[config.mk]
export PLATFORM = sky130hd
export DESIGN_NAME = nfh_ctrl
export DESIGN_NICKNAME = d
export VERILOG_FILES = /design/src/nfh_pkg.sv /design/src/nfh_ctrl.sv
export SDC_FILE = /design/constraint.sdc
export NUM_CORES = 1
export LEC_CHECK = 0
export BUFFER_PORTS_ARGS = -buffer_cell sky130_fd_sc_hd__clkbuf_2
export CORE_ASPECT_RATIO = 0.75
export CORE_MARGIN = 4
export CORE_UTILIZATION = 40
export CTS_CLUSTER_DIAMETER = 40
export DETAILED_ROUTE_END_ITERATION = 10
export GPL_TIMING_DRIVEN = 0
export PLACE_DENSITY = 0.69
export REMOVE_ABC_BUFFERS = 1
export SLEW_MARGIN = 20
export SYNTH_ARGS = -nofsm -noshare
export SYNTH_HDL_FRONTEND = slang
export SYNTH_SLANG_ARGS = --single-unit
[constraint.sdc]
create_clock -name clk -period 3.5 [get_ports clk]
set_input_delay 0.175 -clock clk [delete_from_list [all_inputs] [get_ports clk]]
set_output_delay 0.175 -clock clk [all_outputs]
set_load 0.005 [all_outputs]
[src/nfh_pkg.sv]
// Constants, types and helpers for the host-side NAND flash sequencer.
package nfh_pkg;

   // ----------------------------------------------------------------------
   // Timing
   // ----------------------------------------------------------------------
   localparam int unsigned CLK_NS = 8;
   localparam int unsigned T_ADL_NS = 70;
   localparam int unsigned T_WB_NS = 100;
   localparam int unsigned T_RHW_NS = 100;
   localparam int unsigned T_R_NS = 25000;
   localparam int unsigned T_R_ECC_NS = 70000;
   localparam int unsigned T_PROG_NS = 600000;
   localparam int unsigned T_CBSY_NS = 600000;
   localparam int unsigned T_RCBSY_NS = 25000;
   localparam int unsigned T_BERS_NS = 3000000;
   localparam int unsigned T_FEAT_NS = 1000;
   localparam int unsigned T_DBSY_NS = 1000;
   localparam int unsigned T_RST_FIRST_NS = 1000000;
   localparam int unsigned T_RST_NS = 5000;
   localparam int unsigned T_RST_RD_NS = 5000;
   localparam int unsigned T_RST_PG_NS = 10000;
   localparam int unsigned T_RST_ER_NS = 500000;

   // Least times round up, longest times round down
   localparam int unsigned ADL_CYC = (T_ADL_NS + CLK_NS - 1) / CLK_NS;
   localparam int unsigned WB_CYC = (T_WB_NS + CLK_NS - 1) / CLK_NS;
   localparam int unsigned RHW_CYC = (T_RHW_NS + CLK_NS - 1) / CLK_NS;
   localparam int unsigned R_CYC = T_R_NS / CLK_NS;
   localparam int unsigned R_ECC_CYC = T_R_ECC_NS / CLK_NS;
   localparam int unsigned PROG_CYC = T_PROG_NS / CLK_NS;
   localparam int unsigned CBSY_CYC = T_CBSY_NS / CLK_NS;
   localparam int unsigned RCBSY_CYC = T_RCBSY_NS / CLK_NS;
   localparam int unsigned BERS_CYC = T_BERS_NS / CLK_NS;
   localparam int unsigned FEAT_CYC = T_FEAT_NS / CLK_NS;
   localparam int unsigned DBSY_CYC = T_DBSY_NS / CLK_NS;
   localparam int unsigned RST_FIRST_CYC = T_RST_FIRST_NS / CLK_NS;
   localparam int unsigned RST_CYC = T_RST_NS / CLK_NS;
   localparam int unsigned RST_RD_CYC = T_RST_RD_NS / CLK_NS;
   localparam int unsigned RST_PG_CYC = T_RST_PG_NS / CLK_NS;
   localparam int unsigned RST_ER_CYC = T_RST_ER_NS / CLK_NS;
   localparam int unsigned TMR_W = 19;

   // Strobe phases: write low in phases 1..WR_LOW, read low in 1..RD_LOW
   localparam int unsigned PH_W = 4;
   localparam logic [PH_W-1:0] WR_LOW = 4'h2;
   localparam logic [PH_W-1:0] WR_LAST = 4'h3;
   localparam logic [PH_W-1:0] RD_LOW = 4'h7;
   localparam logic [PH_W-1:0] RD_LAST = 4'h9;

   localparam logic [2:0] NOP_LIMIT = 3'h4;
   localparam logic [2:0] ADDR_LAST = 3'h4;
   localparam logic [2:0] ROW_FIRST = 3'h2;

   // ----------------------------------------------------------------------
   // Types
   // ----------------------------------------------------------------------
   typedef enum logic [3:0] {
      OP_RESET, OP_READ, OP_CACHE_READ, OP_PROGRAM, OP_CACHE_PROG,
      OP_PLANE_STEP, OP_ERASE, OP_FEAT_SET, OP_FEAT_GET, OP_OTP_PROG
   } nfh_op_e;

   typedef struct packed {
      nfh_op_e op;
      logic [7:0] cmd1;
      logic [7:0] cmd2;
      logic has_cmd2;
      logic [10:0] col;
      logic [5:0] page;
      logic [11:0] block;
      logic [10:0] nwords;
   } nfh_cmd_s;

   typedef struct packed {
      logic ce_n;
      logic cle;
      logic ale;
      logic we_n;
      logic re_n;
      logic io_oe_n;
      logic [15:0] io;
   } nfh_pins_s;

   function automatic logic [2:0] nfh_naddr(input nfh_op_e op);
      case (op)
         OP_RESET, OP_CACHE_READ: return 3'h0;
         OP_FEAT_SET, OP_FEAT_GET: return 3'h1;
         OP_ERASE: return 3'h3;
         default: return 3'h5;
      endcase
   endfunction

   function automatic logic nfh_is_prog(input nfh_op_e op);
      return op == OP_PROGRAM || op == OP_CACHE_PROG || op == OP_PLANE_STEP
         || op == OP_OTP_PROG;
   endfunction

   function automatic logic nfh_rdata(input nfh_op_e op);
      return op == OP_READ || op == OP_CACHE_READ || op == OP_FEAT_GET;
   endfunction

endpackage

[src/nfh_ctrl.sv]
// Host sequencer driving an asynchronous x16 NAND flash die through its pins.
module nfh_ctrl
   import nfh_pkg::*;
#(
   parameter int unsigned R_ECC_LIM = R_ECC_CYC,
   parameter int unsigned PROG_LIM = PROG_CYC,
   parameter int unsigned CBSY_LIM = CBSY_CYC,
   parameter int unsigned BERS_LIM = BERS_CYC,
   parameter int unsigned RST_FIRST_LIM = RST_FIRST_CYC,
   parameter int unsigned RST_ER_LIM = RST_ER_CYC
)
(
   // Clock and reset
   input wire logic clk,
   input wire logic rstn,
   // Command port
   input wire logic cmd_valid,
   output logic cmd_ready,
   input wire nfh_cmd_s cmd,
   input wire logic ecc_on,
   // Write data
   input wire logic wr_valid,
   output logic wr_ready,
   input wire logic [15:0] wr_data,
   // Read data
   output logic rd_valid,
   input wire logic rd_ready,
   output logic [15:0] rd_data,
   // Completion
   output logic done,
   output logic done_timeout,
   output logic done_refused,
   output logic busy,
   // Flash pins
   output logic nand_ce_n,
   output logic nand_cle,
   output logic nand_ale,
   output logic nand_we_n,
   output logic read_strobe_n,
   output logic [15:0] nand_io_out,
   output logic nand_io_oe_n,
   input wire logic [15:0] nand_io_in,
   input wire logic nand_rb_n
);

   typedef enum logic [3:0] {
      ST_IDLE, ST_CMD1, ST_ADDR, ST_ADL, ST_WDATA, ST_CMD2, ST_WB, ST_BUSY,
      ST_RDATA, ST_TAIL
   } nfh_st_e;

   nfh_st_e state;
   nfh_cmd_s cur;
   nfh_pins_s pins;
   nfh_pins_s next_pins;
   logic [PH_W-1:0] ph;
   logic [2:0] aidx;
   logic [2:0] aend;
   logic [10:0] wcnt;
   logic [15:0] wdat;
   logic [TMR_W-1:0] tmr;
   logic [TMR_W-1:0] limit;
   logic reset_seen;
   logic aborting;
   nfh_op_e abort_op;
   logic [17:0] pp_page;
   logic [2:0] pp_cnt;
   logic [3:0] pp_mask;
   logic rb_s1, rb_s2, rb_s3, rdy;
   logic [15:0] io_s1, io_s2, io_s3, io_val;
   logic [15:0] rbuf [2];
   logic wp, rp;
   logic [1:0] cnt;
   logic take, refuse, cyc_end, rd_push, rd_pop;
   logic [3:0] area;

   // ----------------------------------------------------------------------
   // Input synchronisers
   // ----------------------------------------------------------------------
   always_ff @(posedge clk or negedge rstn)
   begin
      if (!rstn)
      begin
         rb_s1 <= 1'b1;
         rb_s2 <= 1'b1;
         rb_s3 <= 1'b1;
         rdy <= 1'b1;
         io_s1 <= 16'h0000;
         io_s2 <= 16'h0000;
         io_s3 <= 16'h0000;
         io_val <= 16'h0000;
      end
      else
      begin
         rb_s1 <= nand_rb_n;
         rb_s2 <= rb_s1;
         rb_s3 <= rb_s2;
         if (rb_s2 == rb_s3)
            rdy <= rb_s3;
         io_s1 <= nand_io_in;
         io_s2 <= io_s1;
         io_s3 <= io_s2;
         if (io_s2 == io_s3)
            io_val <= io_s3;
      end
   end

   // ----------------------------------------------------------------------
   // Handshakes and busy budget
   // ----------------------------------------------------------------------
   assign cmd_ready = (state == ST_IDLE) || (state == ST_BUSY && cmd.op == OP_RESET);
   assign take = cmd_valid && cmd_ready;
   assign area = 4'h1 << cmd.col[9:8];
   // Only the most recently programmed page is tracked, a cheap guard
   // that catches the common back-to-back partial program pattern
   assign refuse = state == ST_IDLE && ((!reset_seen && cmd.op != OP_RESET)
      || (nfh_is_prog(cmd.op) && pp_page == {cmd.block, cmd.page}
      && (pp_cnt >= NOP_LIMIT
      || (ecc_on && (pp_mask & area) != 4'h0))));
   assign wr_ready = state == ST_WDATA && ph == '0;
   assign cyc_end = (state == ST_RDATA) ? ph == RD_LAST : ph == WR_LAST;
   assign rd_push = state == ST_RDATA && ph == RD_LAST;
   assign rd_pop = rd_valid && rd_ready;
   assign rd_valid = cnt != 2'h0;
   assign rd_data = rbuf[rp];
   assign busy = state != ST_IDLE;

   function automatic logic [TMR_W-1:0] busy_limit(input nfh_op_e op, input logic ecc,
         input logic first, input logic abt, input nfh_op_e aop);
      int unsigned l;
      case (op)
         OP_RESET:
            if (first)
               l = RST_FIRST_LIM;
            else if (abt && (aop == OP_READ || aop == OP_CACHE_READ))
               l = RST_RD_CYC;
            else if (abt && nfh_is_prog(aop))
               l = RST_PG_CYC;
            else if (abt && aop == OP_ERASE)
               l = RST_ER_LIM;
            else
               l = RST_CYC;
         OP_READ: l = ecc ? R_ECC_LIM : R_CYC;
         OP_CACHE_READ: l = RCBSY_CYC;
         OP_CACHE_PROG: l = CBSY_LIM;
         OP_PLANE_STEP: l = DBSY_CYC;
         OP_ERASE: l = BERS_LIM;
         OP_FEAT_SET, OP_FEAT_GET: l = FEAT_CYC;
         // Locked-block and protected-area rejections end well inside this budget
         default: l = PROG_LIM;
      endcase
      return TMR_W'(l);
   endfunction

   function automatic logic [7:0] addr_byte(input nfh_cmd_s c, input logic [2:0] i);
      logic [10:0] col;
      col = c.col[10] ? {c.col[10], 5'h00, c.col[4:0]} : c.col;
      case (i)
         3'h0: return col[7:0];
         3'h1: return {5'h00, col[10:8]};
         3'h2: return {c.block[1:0], c.page};
         3'h3: return c.block[9:2];
         default: return {6'h00, c.block[11:10]};
      endcase
   endfunction

   // ----------------------------------------------------------------------
   // Sequencer
   // ----------------------------------------------------------------------
   always_ff @(posedge clk or negedge rstn)
   begin
      if (!rstn)
      begin
         state <= ST_IDLE;
         cur <= '0;
         ph <= '0;
         aidx <= 3'h0;
         aend <= 3'h0;
         wcnt <= 11'h000;
         wdat <= 16'h0000;
         tmr <= '0;
         limit <= '0;
         reset_seen <= 1'b0;
         aborting <= 1'b0;
         abort_op <= OP_RESET;
         done <= 1'b0;
         done_timeout <= 1'b0;
         done_refused <= 1'b0;
      end
      else
      begin
         done <= 1'b0;
         done_timeout <= 1'b0;
         done_refused <= 1'b0;
         ph <= (state == ST_WDATA && ph == '0 && !wr_valid)
            || (state == ST_RDATA && ph == '0 && cnt == 2'h2) || cyc_end
            || !(state inside {ST_CMD1, ST_ADDR, ST_WDATA, ST_CMD2, ST_RDATA})
            ? '0 : ph + 1'b1;
         if (wr_valid && wr_ready)
            wdat <= wr_data;
         case (state)
            ST_IDLE:
               if (take && refuse)
               begin
                  done <= 1'b1;
                  done_refused <= 1'b1;
               end
               else if (take)
               begin
                  cur <= cmd;
                  aborting <= 1'b0;
                  tmr <= '0;
                  limit <= busy_limit(cmd.op, ecc_on, !reset_seen, 1'b0, OP_RESET);
                  aidx <= nfh_naddr(cmd.op) == 3'h3 ? ROW_FIRST : 3'h0;
                  aend <= nfh_naddr(cmd.op) == 3'h3 ? ADDR_LAST : nfh_naddr(cmd.op) - 1'b1;
                  wcnt <= cmd.nwords;
                  state <= ST_CMD1;
               end
            ST_CMD1:
               if (cyc_end)
                  state <= cur.op == OP_RESET || nfh_naddr(cur.op) == 3'h0
                     ? (cur.has_cmd2 ? ST_CMD2 : ST_WB) : ST_ADDR;
            ST_ADDR:
               if (cyc_end && aidx != aend)
                  aidx <= aidx + 1'b1;
               else if (cyc_end)
               begin
                  tmr <= '0;
                  state <= (!nfh_rdata(cur.op) && cur.nwords != 11'h000) ? ST_ADL
                     : (cur.has_cmd2 ? ST_CMD2 : ST_WB);
               end
            ST_ADL:
               if (tmr >= TMR_W'(ADL_CYC))
                  state <= ST_WDATA;
               else
                  tmr <= tmr + 1'b1;
            ST_WDATA:
               if (cyc_end)
               begin
                  wcnt <= wcnt - 1'b1;
                  if (wcnt == 11'h001)
                  begin
                     // The write-to-busy wait must not inherit the address gap count
                     tmr <= '0;
                     state <= cur.has_cmd2 ? ST_CMD2 : ST_WB;
                  end
               end
            ST_CMD2:
               if (cyc_end)
                  state <= ST_WB;
            ST_WB:
               // Ready/busy is only trusted once the device has had time to drop it
               if (tmr >= TMR_W'(WB_CYC))
                  state <= ST_BUSY;
               else
                  tmr <= tmr + 1'b1;
            ST_BUSY:
               if (take)
               begin
                  cur <= cmd;
                  aborting <= 1'b1;
                  tmr <= '0;
                  abort_op <= cur.op;
                  limit <= busy_limit(OP_RESET, ecc_on, 1'b0, 1'b1, cur.op);
                  state <= ST_CMD1;
               end
               else if (rdy)
               begin
                  if (cur.op == OP_RESET)
                     reset_seen <= 1'b1;
                  if (nfh_rdata(cur.op) && cur.nwords != 11'h000)
                     state <= ST_RDATA;
                  else
                  begin
                     done <= 1'b1;
                     state <= ST_IDLE;
                  end
               end
               else if (tmr >= limit)
               begin
                  done <= 1'b1;
                  done_timeout <= 1'b1;
                  state <= ST_IDLE;
               end
               else
                  tmr <= tmr + 1'b1;
            ST_RDATA:
               if (cyc_end)
               begin
                  wcnt <= wcnt - 1'b1;
                  tmr <= '0;
                  if (wcnt == 11'h001)
                     state <= ST_TAIL;
               end
            default:
               // Keeps the next write strobe clear of the last read strobe
               if (tmr >= TMR_W'(RHW_CYC))
               begin
                  done <= 1'b1;
                  state <= ST_IDLE;
               end
               else
                  tmr <= tmr + 1'b1;
         endcase
      end
   end

   // ----------------------------------------------------------------------
   // Partial program bookkeeping
   // ----------------------------------------------------------------------
   always_ff @(posedge clk or negedge rstn)
   begin
      if (!rstn)
      begin
         pp_page <= 18'h00000;
         pp_cnt <= 3'h0;
         pp_mask <= 4'h0;
      end
      else if (take && !refuse && state == ST_IDLE && nfh_is_prog(cmd.op))
      begin
         pp_page <= {cmd.block, cmd.page};
         pp_cnt <= pp_page == {cmd.block, cmd.page} ? pp_cnt + 1'b1 : 3'h1;
         pp_mask <= pp_page == {cmd.block, cmd.page} ? pp_mask | area : area;
      end
      else if (take && cmd.op == OP_ERASE && pp_page[17:6] == cmd.block)
      begin
         pp_cnt <= 3'h0;
         pp_mask <= 4'h0;
      end
   end

   // ----------------------------------------------------------------------
   // Read buffer, two entries
   // ----------------------------------------------------------------------
   always_ff @(posedge clk or negedge rstn)
   begin
      if (!rstn)
      begin
         wp <= 1'b0;
         rp <= 1'b0;
         cnt <= 2'h0;
         rbuf[0] <= 16'h0000;
         rbuf[1] <= 16'h0000;
      end
      else
      begin
         if (rd_push)
         begin
            rbuf[wp] <= io_val;
            wp <= ~wp;
         end
         if (rd_pop)
            rp <= ~rp;
         cnt <= cnt + {1'b0, rd_push} - {1'b0, rd_pop};
      end
   end

   // ----------------------------------------------------------------------
   // Pin drivers
   // ----------------------------------------------------------------------
   always_comb
   begin
      next_pins = '{ce_n: 1'b1, cle: 1'b0, ale: 1'b0, we_n: 1'b1, re_n: 1'b1,
         io_oe_n: 1'b1, io: 16'h0000};
      next_pins.ce_n = state == ST_IDLE;
      case (state)
         ST_CMD1, ST_CMD2:
         begin
            next_pins.cle = 1'b1;
            next_pins.io_oe_n = 1'b0;
            next_pins.io = {8'h00, state == ST_CMD1 ? cur.cmd1 : cur.cmd2};
            next_pins.we_n = !(ph != '0 && ph <= WR_LOW);
         end
         ST_ADDR:
         begin
            next_pins.ale = 1'b1;
            next_pins.io_oe_n = 1'b0;
            next_pins.io = {8'h00, addr_byte(cur, aidx)};
            next_pins.we_n = !(ph != '0 && ph <= WR_LOW);
         end
         ST_WDATA:
         begin
            next_pins.io_oe_n = 1'b0;
            next_pins.io = wdat;
            next_pins.we_n = !(ph != '0 && ph <= WR_LOW);
         end
         ST_RDATA:
            next_pins.re_n = !(ph != '0 && ph <= RD_LOW);
         default:
            next_pins.io = 16'h0000;
      endcase
   end

   always_ff @(posedge clk or negedge rstn)
   begin
      if (!rstn)
         pins <= '{ce_n: 1'b1, cle: 1'b0, ale: 1'b0, we_n: 1'b1, re_n: 1'b1,
            io_oe_n: 1'b1, io: 16'h0000};
      else
         pins <= next_pins;
   end

   assign nand_ce_n = pins.ce_n;
   assign nand_cle = pins.cle;
   assign nand_ale = pins.ale;
   assign nand_we_n = pins.we_n;
   assign read_strobe_n = pins.re_n;
   assign nand_io_out = pins.io;
   assign nand_io_oe_n = pins.io_oe_n;

   // ----------------------------------------------------------------------
   // Assertions
   // ----------------------------------------------------------------------
   logic we_q;
   logic last_addr;
   logic [7:0] gap;
   always_ff @(posedge clk or negedge rstn)
   begin
      if (!rstn)
      begin
         we_q <= 1'b1;
         last_addr <= 1'b0;
         gap <= 8'hFF;
      end
      else
      begin
         we_q <= pins.we_n;
         if (pins.we_n && !we_q)
         begin
            last_addr <= pins.ale;
            gap <= 8'h00;
         end
         else if (gap != 8'hFF)
            gap <= gap + 1'b1;
      end
   end
endmodule // nfh_ctrl

After elaboration in Yosys (flattened, before gate mapping)

Cells that the tools add are included.
W data, S select, Z words.

Add/subtract/negate cells: 8
$lt $le $gt $ge: 9
Equality and inequality tests: 59
Shift operators: 1
Multiplexer cells: 97
Bitwise logic cells: 9
Reduce and logical (&&, ||, !) cells: 83

Operator list:

| kind                    | number |
|---|---|
| $mux W19                | 14 |
| $pmux W19 S7            | 1 |
| $mux W61                | 2 |
| $pmux W61 S2            | 1 |
| $mux W16                | 7 |
| $pmux W19 S5            | 1 |
| $mux W4                 | 23 |
| $eq A4 B3 Y1 const B    | 12 |
| $pmux W16 S3            | 1 |
| $ge A19 B4 Y1 const B   | 2 |
| $pmux W19 S2            | 1 |
| $mux W3                 | 12 |
| $pmux W4 S9             | 1 |
| $mux W11                | 3 |
| $bwmux W32              | 1 |
| $pmux W8 S4             | 1 |
| $eq A4 B2 Y1 const B    | 7 |
| $logic_and A1 B1 Y1     | 26 |
| $eq A4 B4 Y1 const B    | 6 |
| $ne A2 B2 Y1 const B    | 11 |
| $pmux W11 S2            | 1 |
| $add A19 B1 Y19 const B | 1 |
| $ge A19 B19 Y1          | 1 |
| $eq A18 B18 Y1          | 1 |
| 57 further kinds        | 129 |

Register bits after elaboration: 295
Bits of input ports: 100
Output and inout port bits: 45
Word-level logic and storage cells: 309

Logic depth before layout (Yosys ltp)

Word-level depth: 16
Mapped depth: 11
Mapped depth without buffers: 10

Worst setup path after synthesis

Ideal clock, no wire load.

Kind: reg-to-reg
Start: reg tmr[5]
End: reg tmr[14]
Library setup time: 95 ps
Arrival: 2,594 ps
Required time: 3,405 ps
Path slack: 811 ps
Stages on the path, launching flop included: 11
Path buffers: 2
Clock period less this slack: 2,689 ps
Cell sequence: dfrtp_1 -> ha_1 -> a21o_1 -> a221o_1 -> a31oi_1 -> o41ai_1 -> o21a_1 -> or3_1 -> clkbuf_1 -> clkbuf_1 -> o31ai_1

Longest elaborated chain between the ends: 5
Elaborated cells between the ends (all ways): 14
Classes of those cells: add/sub (1); order compare (3); eq/ne (3); mux (6); reduce/logical (1)

RTL lines:

| what                     | line            | source |
|---|---|---|
| start: declaration       | nfh_ctrl.sv:60  | `logic [TMR_W-1:0] tmr;` |
| start signal: assignment | nfh_ctrl.sv:235 | `tmr <= tmr + 1'b1;` |
| start signal: assignment | nfh_ctrl.sv:255 | `tmr <= tmr + 1'b1;` |
| start signal: assignment | nfh_ctrl.sv:285 | `tmr <= tmr + 1'b1;` |
| $add A19 B1 Y19          | -               |  |
| $mux W19                 | nfh_ctrl.sv:278 | `else if (tmr >= limit)` |
| $mux W19                 | nfh_ctrl.sv:266 | `else if (rdy)` |
| $mux W19                 | nfh_ctrl.sv:257 | `if (take)` |
| $pmux W19 S7             | nfh_ctrl.sv:200 | `case (state)` |

Several ways; a longest one is shown, not always the timed one. The select of a mux whose other input is x is not followed.
A chain may end at the register's enable or synchronous reset.

Final worst setup path

Start: reg tmr[0]
End: reg tmr[7]

Same word-level chain as after synthesis.

==> impl_results.md <==
* Die Area at 0.0366 mm²
* Flop2flop setup slack at 0.26 ns
* First-pass GRT wire length at 54.0 mm
* Synth Register Bits at 293
* Core ar. at 0.0327 mm²
* Post-synth EDFFs at 0
* CTS root buf: clkbuf_16
* Hold path startpoint: rd_ready
* Post-Route Setup TNS at 0 ns
* Power per standard cell area at 778 mW/mm²
* Fillers at 2730
* Dpl cells at 1676
* Die H at 167 µm
* F_max at 0.308 GHz
* Gate Count Post-Synth at 1126
* Sinks on Clock Net at 293
* Initial Utilization at 41.1%
* Port bufs at 144
* Hold EP: rp
* CTS tree: built
* Setup ws final at 0.258 ns
* Synth Cell Area at 0.0134 mm²
* Area contributors post-synth: dfrtp_1, mux2_2, ha_1
* Sequential share of the synthesized area at 54.6%
* Syn. warnings at 0
* Routed WL at 33.3 mm
* Final hold vios at 0
* Outcome: finished clean
* Die X at 220 µm
* Final Cell Area at 0.0171 mm²
* Clk slew on worst S/H paths at 0.06 ns
* Final RePlAce weighted congestion at 0.885
* Vias in the first global route at 10017
* Top Ports at 145
* Slew headroom at 33.0%
* Dpl ws at -0.880 ns
* Global Route Usage Sum at 18.2%
* Kind of start point of the critical path: register
* Final clock period utilization by the worst path at 92.6%
* Drt wl/cell at 18.1 µm
* Crit path DAT at 3.63 ns
* Most common cell after layout, fill and taps aside: dfrtp_1
* Final Util at 52.2%
* P_leak at 7.97 nW
* Slew @ Worst Pin at 0.995 ns
* DRT antenna net count at 0
* Yosys top cell area share at 53.0%
* Largest net degree at the start of global routing at 87
* Area Overhead vs Synth at 27.1%
* Slew Limit Fails at 0
* Synth cell types at 70
* Cell Rows at 57
* Most frequent cells in the layout: dfrtp_1, mux2_2, clkbuf_2, dlygate4sd3_1, nor2_1
* CTS buffer count at 38
* R2R Path Start: tmr[0]
* Path type of the worst setup path: reg -> reg
* Clock latency on the worst-skew pair at 0.53 ns
* Path depth of the worst reg2reg path at 9
* Starting DRC count in detailed routing at 657
* Final clock skew at 0.0187 ns
* Unrepaired setup endpoints after global routing: false
* Hold slack final at 0.0137 ns
* Maximum VDD drop at 0.000474 V
* Worst flop-to-flop path endpoint: tmr[7]
* Endpoints failing setup at 0
* Post-synth ARST share at 100%
* Htree depth at 2
* Remaining DRCs at 0
* Vias at 9855
* Total grt overflow at 0
* CP endpoint kind: register
* Largest area contributor in the netlist: dfrtp_1
* Crit Path Max Fanout at 21
* Hpwl dp at 22.5 mm
* Avg Cell Area, Syn at 11.9 µm²
* Initial antenna violation count at 2
* Min Clock Period, post-route at 3.24 ns
* TritonRoute pass-1 iters at 8
* WP data required at 3.89 ns
* Dominant synthesized flop cell: dfrtp_1
* Max clock buf depth at 3
* DP Area at 0.0148 mm²
* Fraction of layout cells with a size suffix above 1 at 31.4%
* Hold WC Path Type: in -> reg
* Worst Hold Depth at 3
* Max Cap Viol at 0
* Non-Filler Instances at 1841
* Final Power at 13.3 mW
* Nets@finish at 1504
* DR vias/cell at 5.35
[synthesized netlist by cell type (all sizes together) (16+ instances only)]
cell type,number
and3,19
a21oi,44
inv,39
nor3,29
a222oi,16
mux2,167
ha,35
buf,16
o41ai,19
nor2b,16
nand2,60
o21ai,59
nor4,17
nand3,22
nor2,67
xor2,36
dfrtp,285
clkbuf,35
[power breakdown]
part	internal, mW	total, mW	switching, mW	leakage [nW]
Sequential	4.29	5.03	0.735	3.70
Clock	2.46	3.99	1.54	0.647
Combinational	1.99	4.27	2.29	3.62
[logic make-up (layout without fill, tap and decap cells)]
| group | after synthesis | after routing | share of synthesized area, % |
|---|---|---|---|
| multiplexers | 170 | 170 | 14.3 |
| XOR/XNOR | 45 | 45 | 2.93 |
| AND/OR/NAND/NOR | 281 | 282 | 10.7 |
| other | 0 | 2 | 0 |
| adder cells (fa/ha/maj) | 36 | 36 | 3.33 |
| flip-flops | 293 | 293 | 54.6 |
| AO/OA/AOI/OAI | 211 | 211 | 11.3 |
| buffers and inverters | 90 | 360 | 2.79 |
[state kept, by name (all words and copies together) (netlist names), 2 cells and up]
signal       count
cur             61
rbuf            32
tmr             19
pp_page         18
limit           17
io_s1           16
io_s2           16
io_s3           16
io_val          16
nand_io_out     16
wdat            16
wcnt            11
ph               4
pp_mask          4
state            4
aend             3
aidx             3
pp_cnt           3
cnt              2
[worst max path at each step]
stage | startpoint | end | cells past startpoint
2_1_floorplan | pp_page[13] | cur[0] | 6
3_3_place_gp | pp_page[4] | limit[15] | 7
3_5_place_dp | state[2] | tmr[2] | 6
4_1_cts | state[3] | tmr[1] | 8
5_1_grt | tmr[0] | tmr[14] | 9
6_report | tmr[0] | tmr[7] | 9
[metal layers]
layer  vias up  part of all wire [%]  GRT usage, %  wire [µm]
met5         -                     0             0          0
met4         0                   2.6          5.29        862
met3        60                   6.9          4.70       2310
met2       296                    46          28.3      15200
met1      4888                    45          25.4      14900
li1       4611                     -             -          -
[worst max-delay path, cell delays in order (launching register included)]
cell     delay, ns
dfrtp_1       0.44
inv_1         0.11
ha_1          0.29
nor2b_1       0.04
o21ai_0       0.19
a31oi_1       0.14
o41ai_1       0.78
o21a_2        0.59
or3_4         0.38
o21ai_0       0.12
[area by class of cell]
type	instances	area, µm²	share of cell area [%]
timing repair buffer	253	1910	11.2
clock inverter	21	269	1.57
tap	442	553	3.24
clock buffer	47	1050	6.12
sequential	293	7340	43.0
inverter	39	146	0.857
antenna	2	5.00	0.0293
multi-input combinational	744	5810	34.0
[what timing repair did]
action	CTS	global route
endpoints found under the setup margin	87	19
setup buffers	2	0
hold buffers	91	0
hold endpoints to repair	172	0
pin swaps	2	0
gates cloned	1	0
gates resized for setup	6	4
Power figures use the tool's default switching activity.
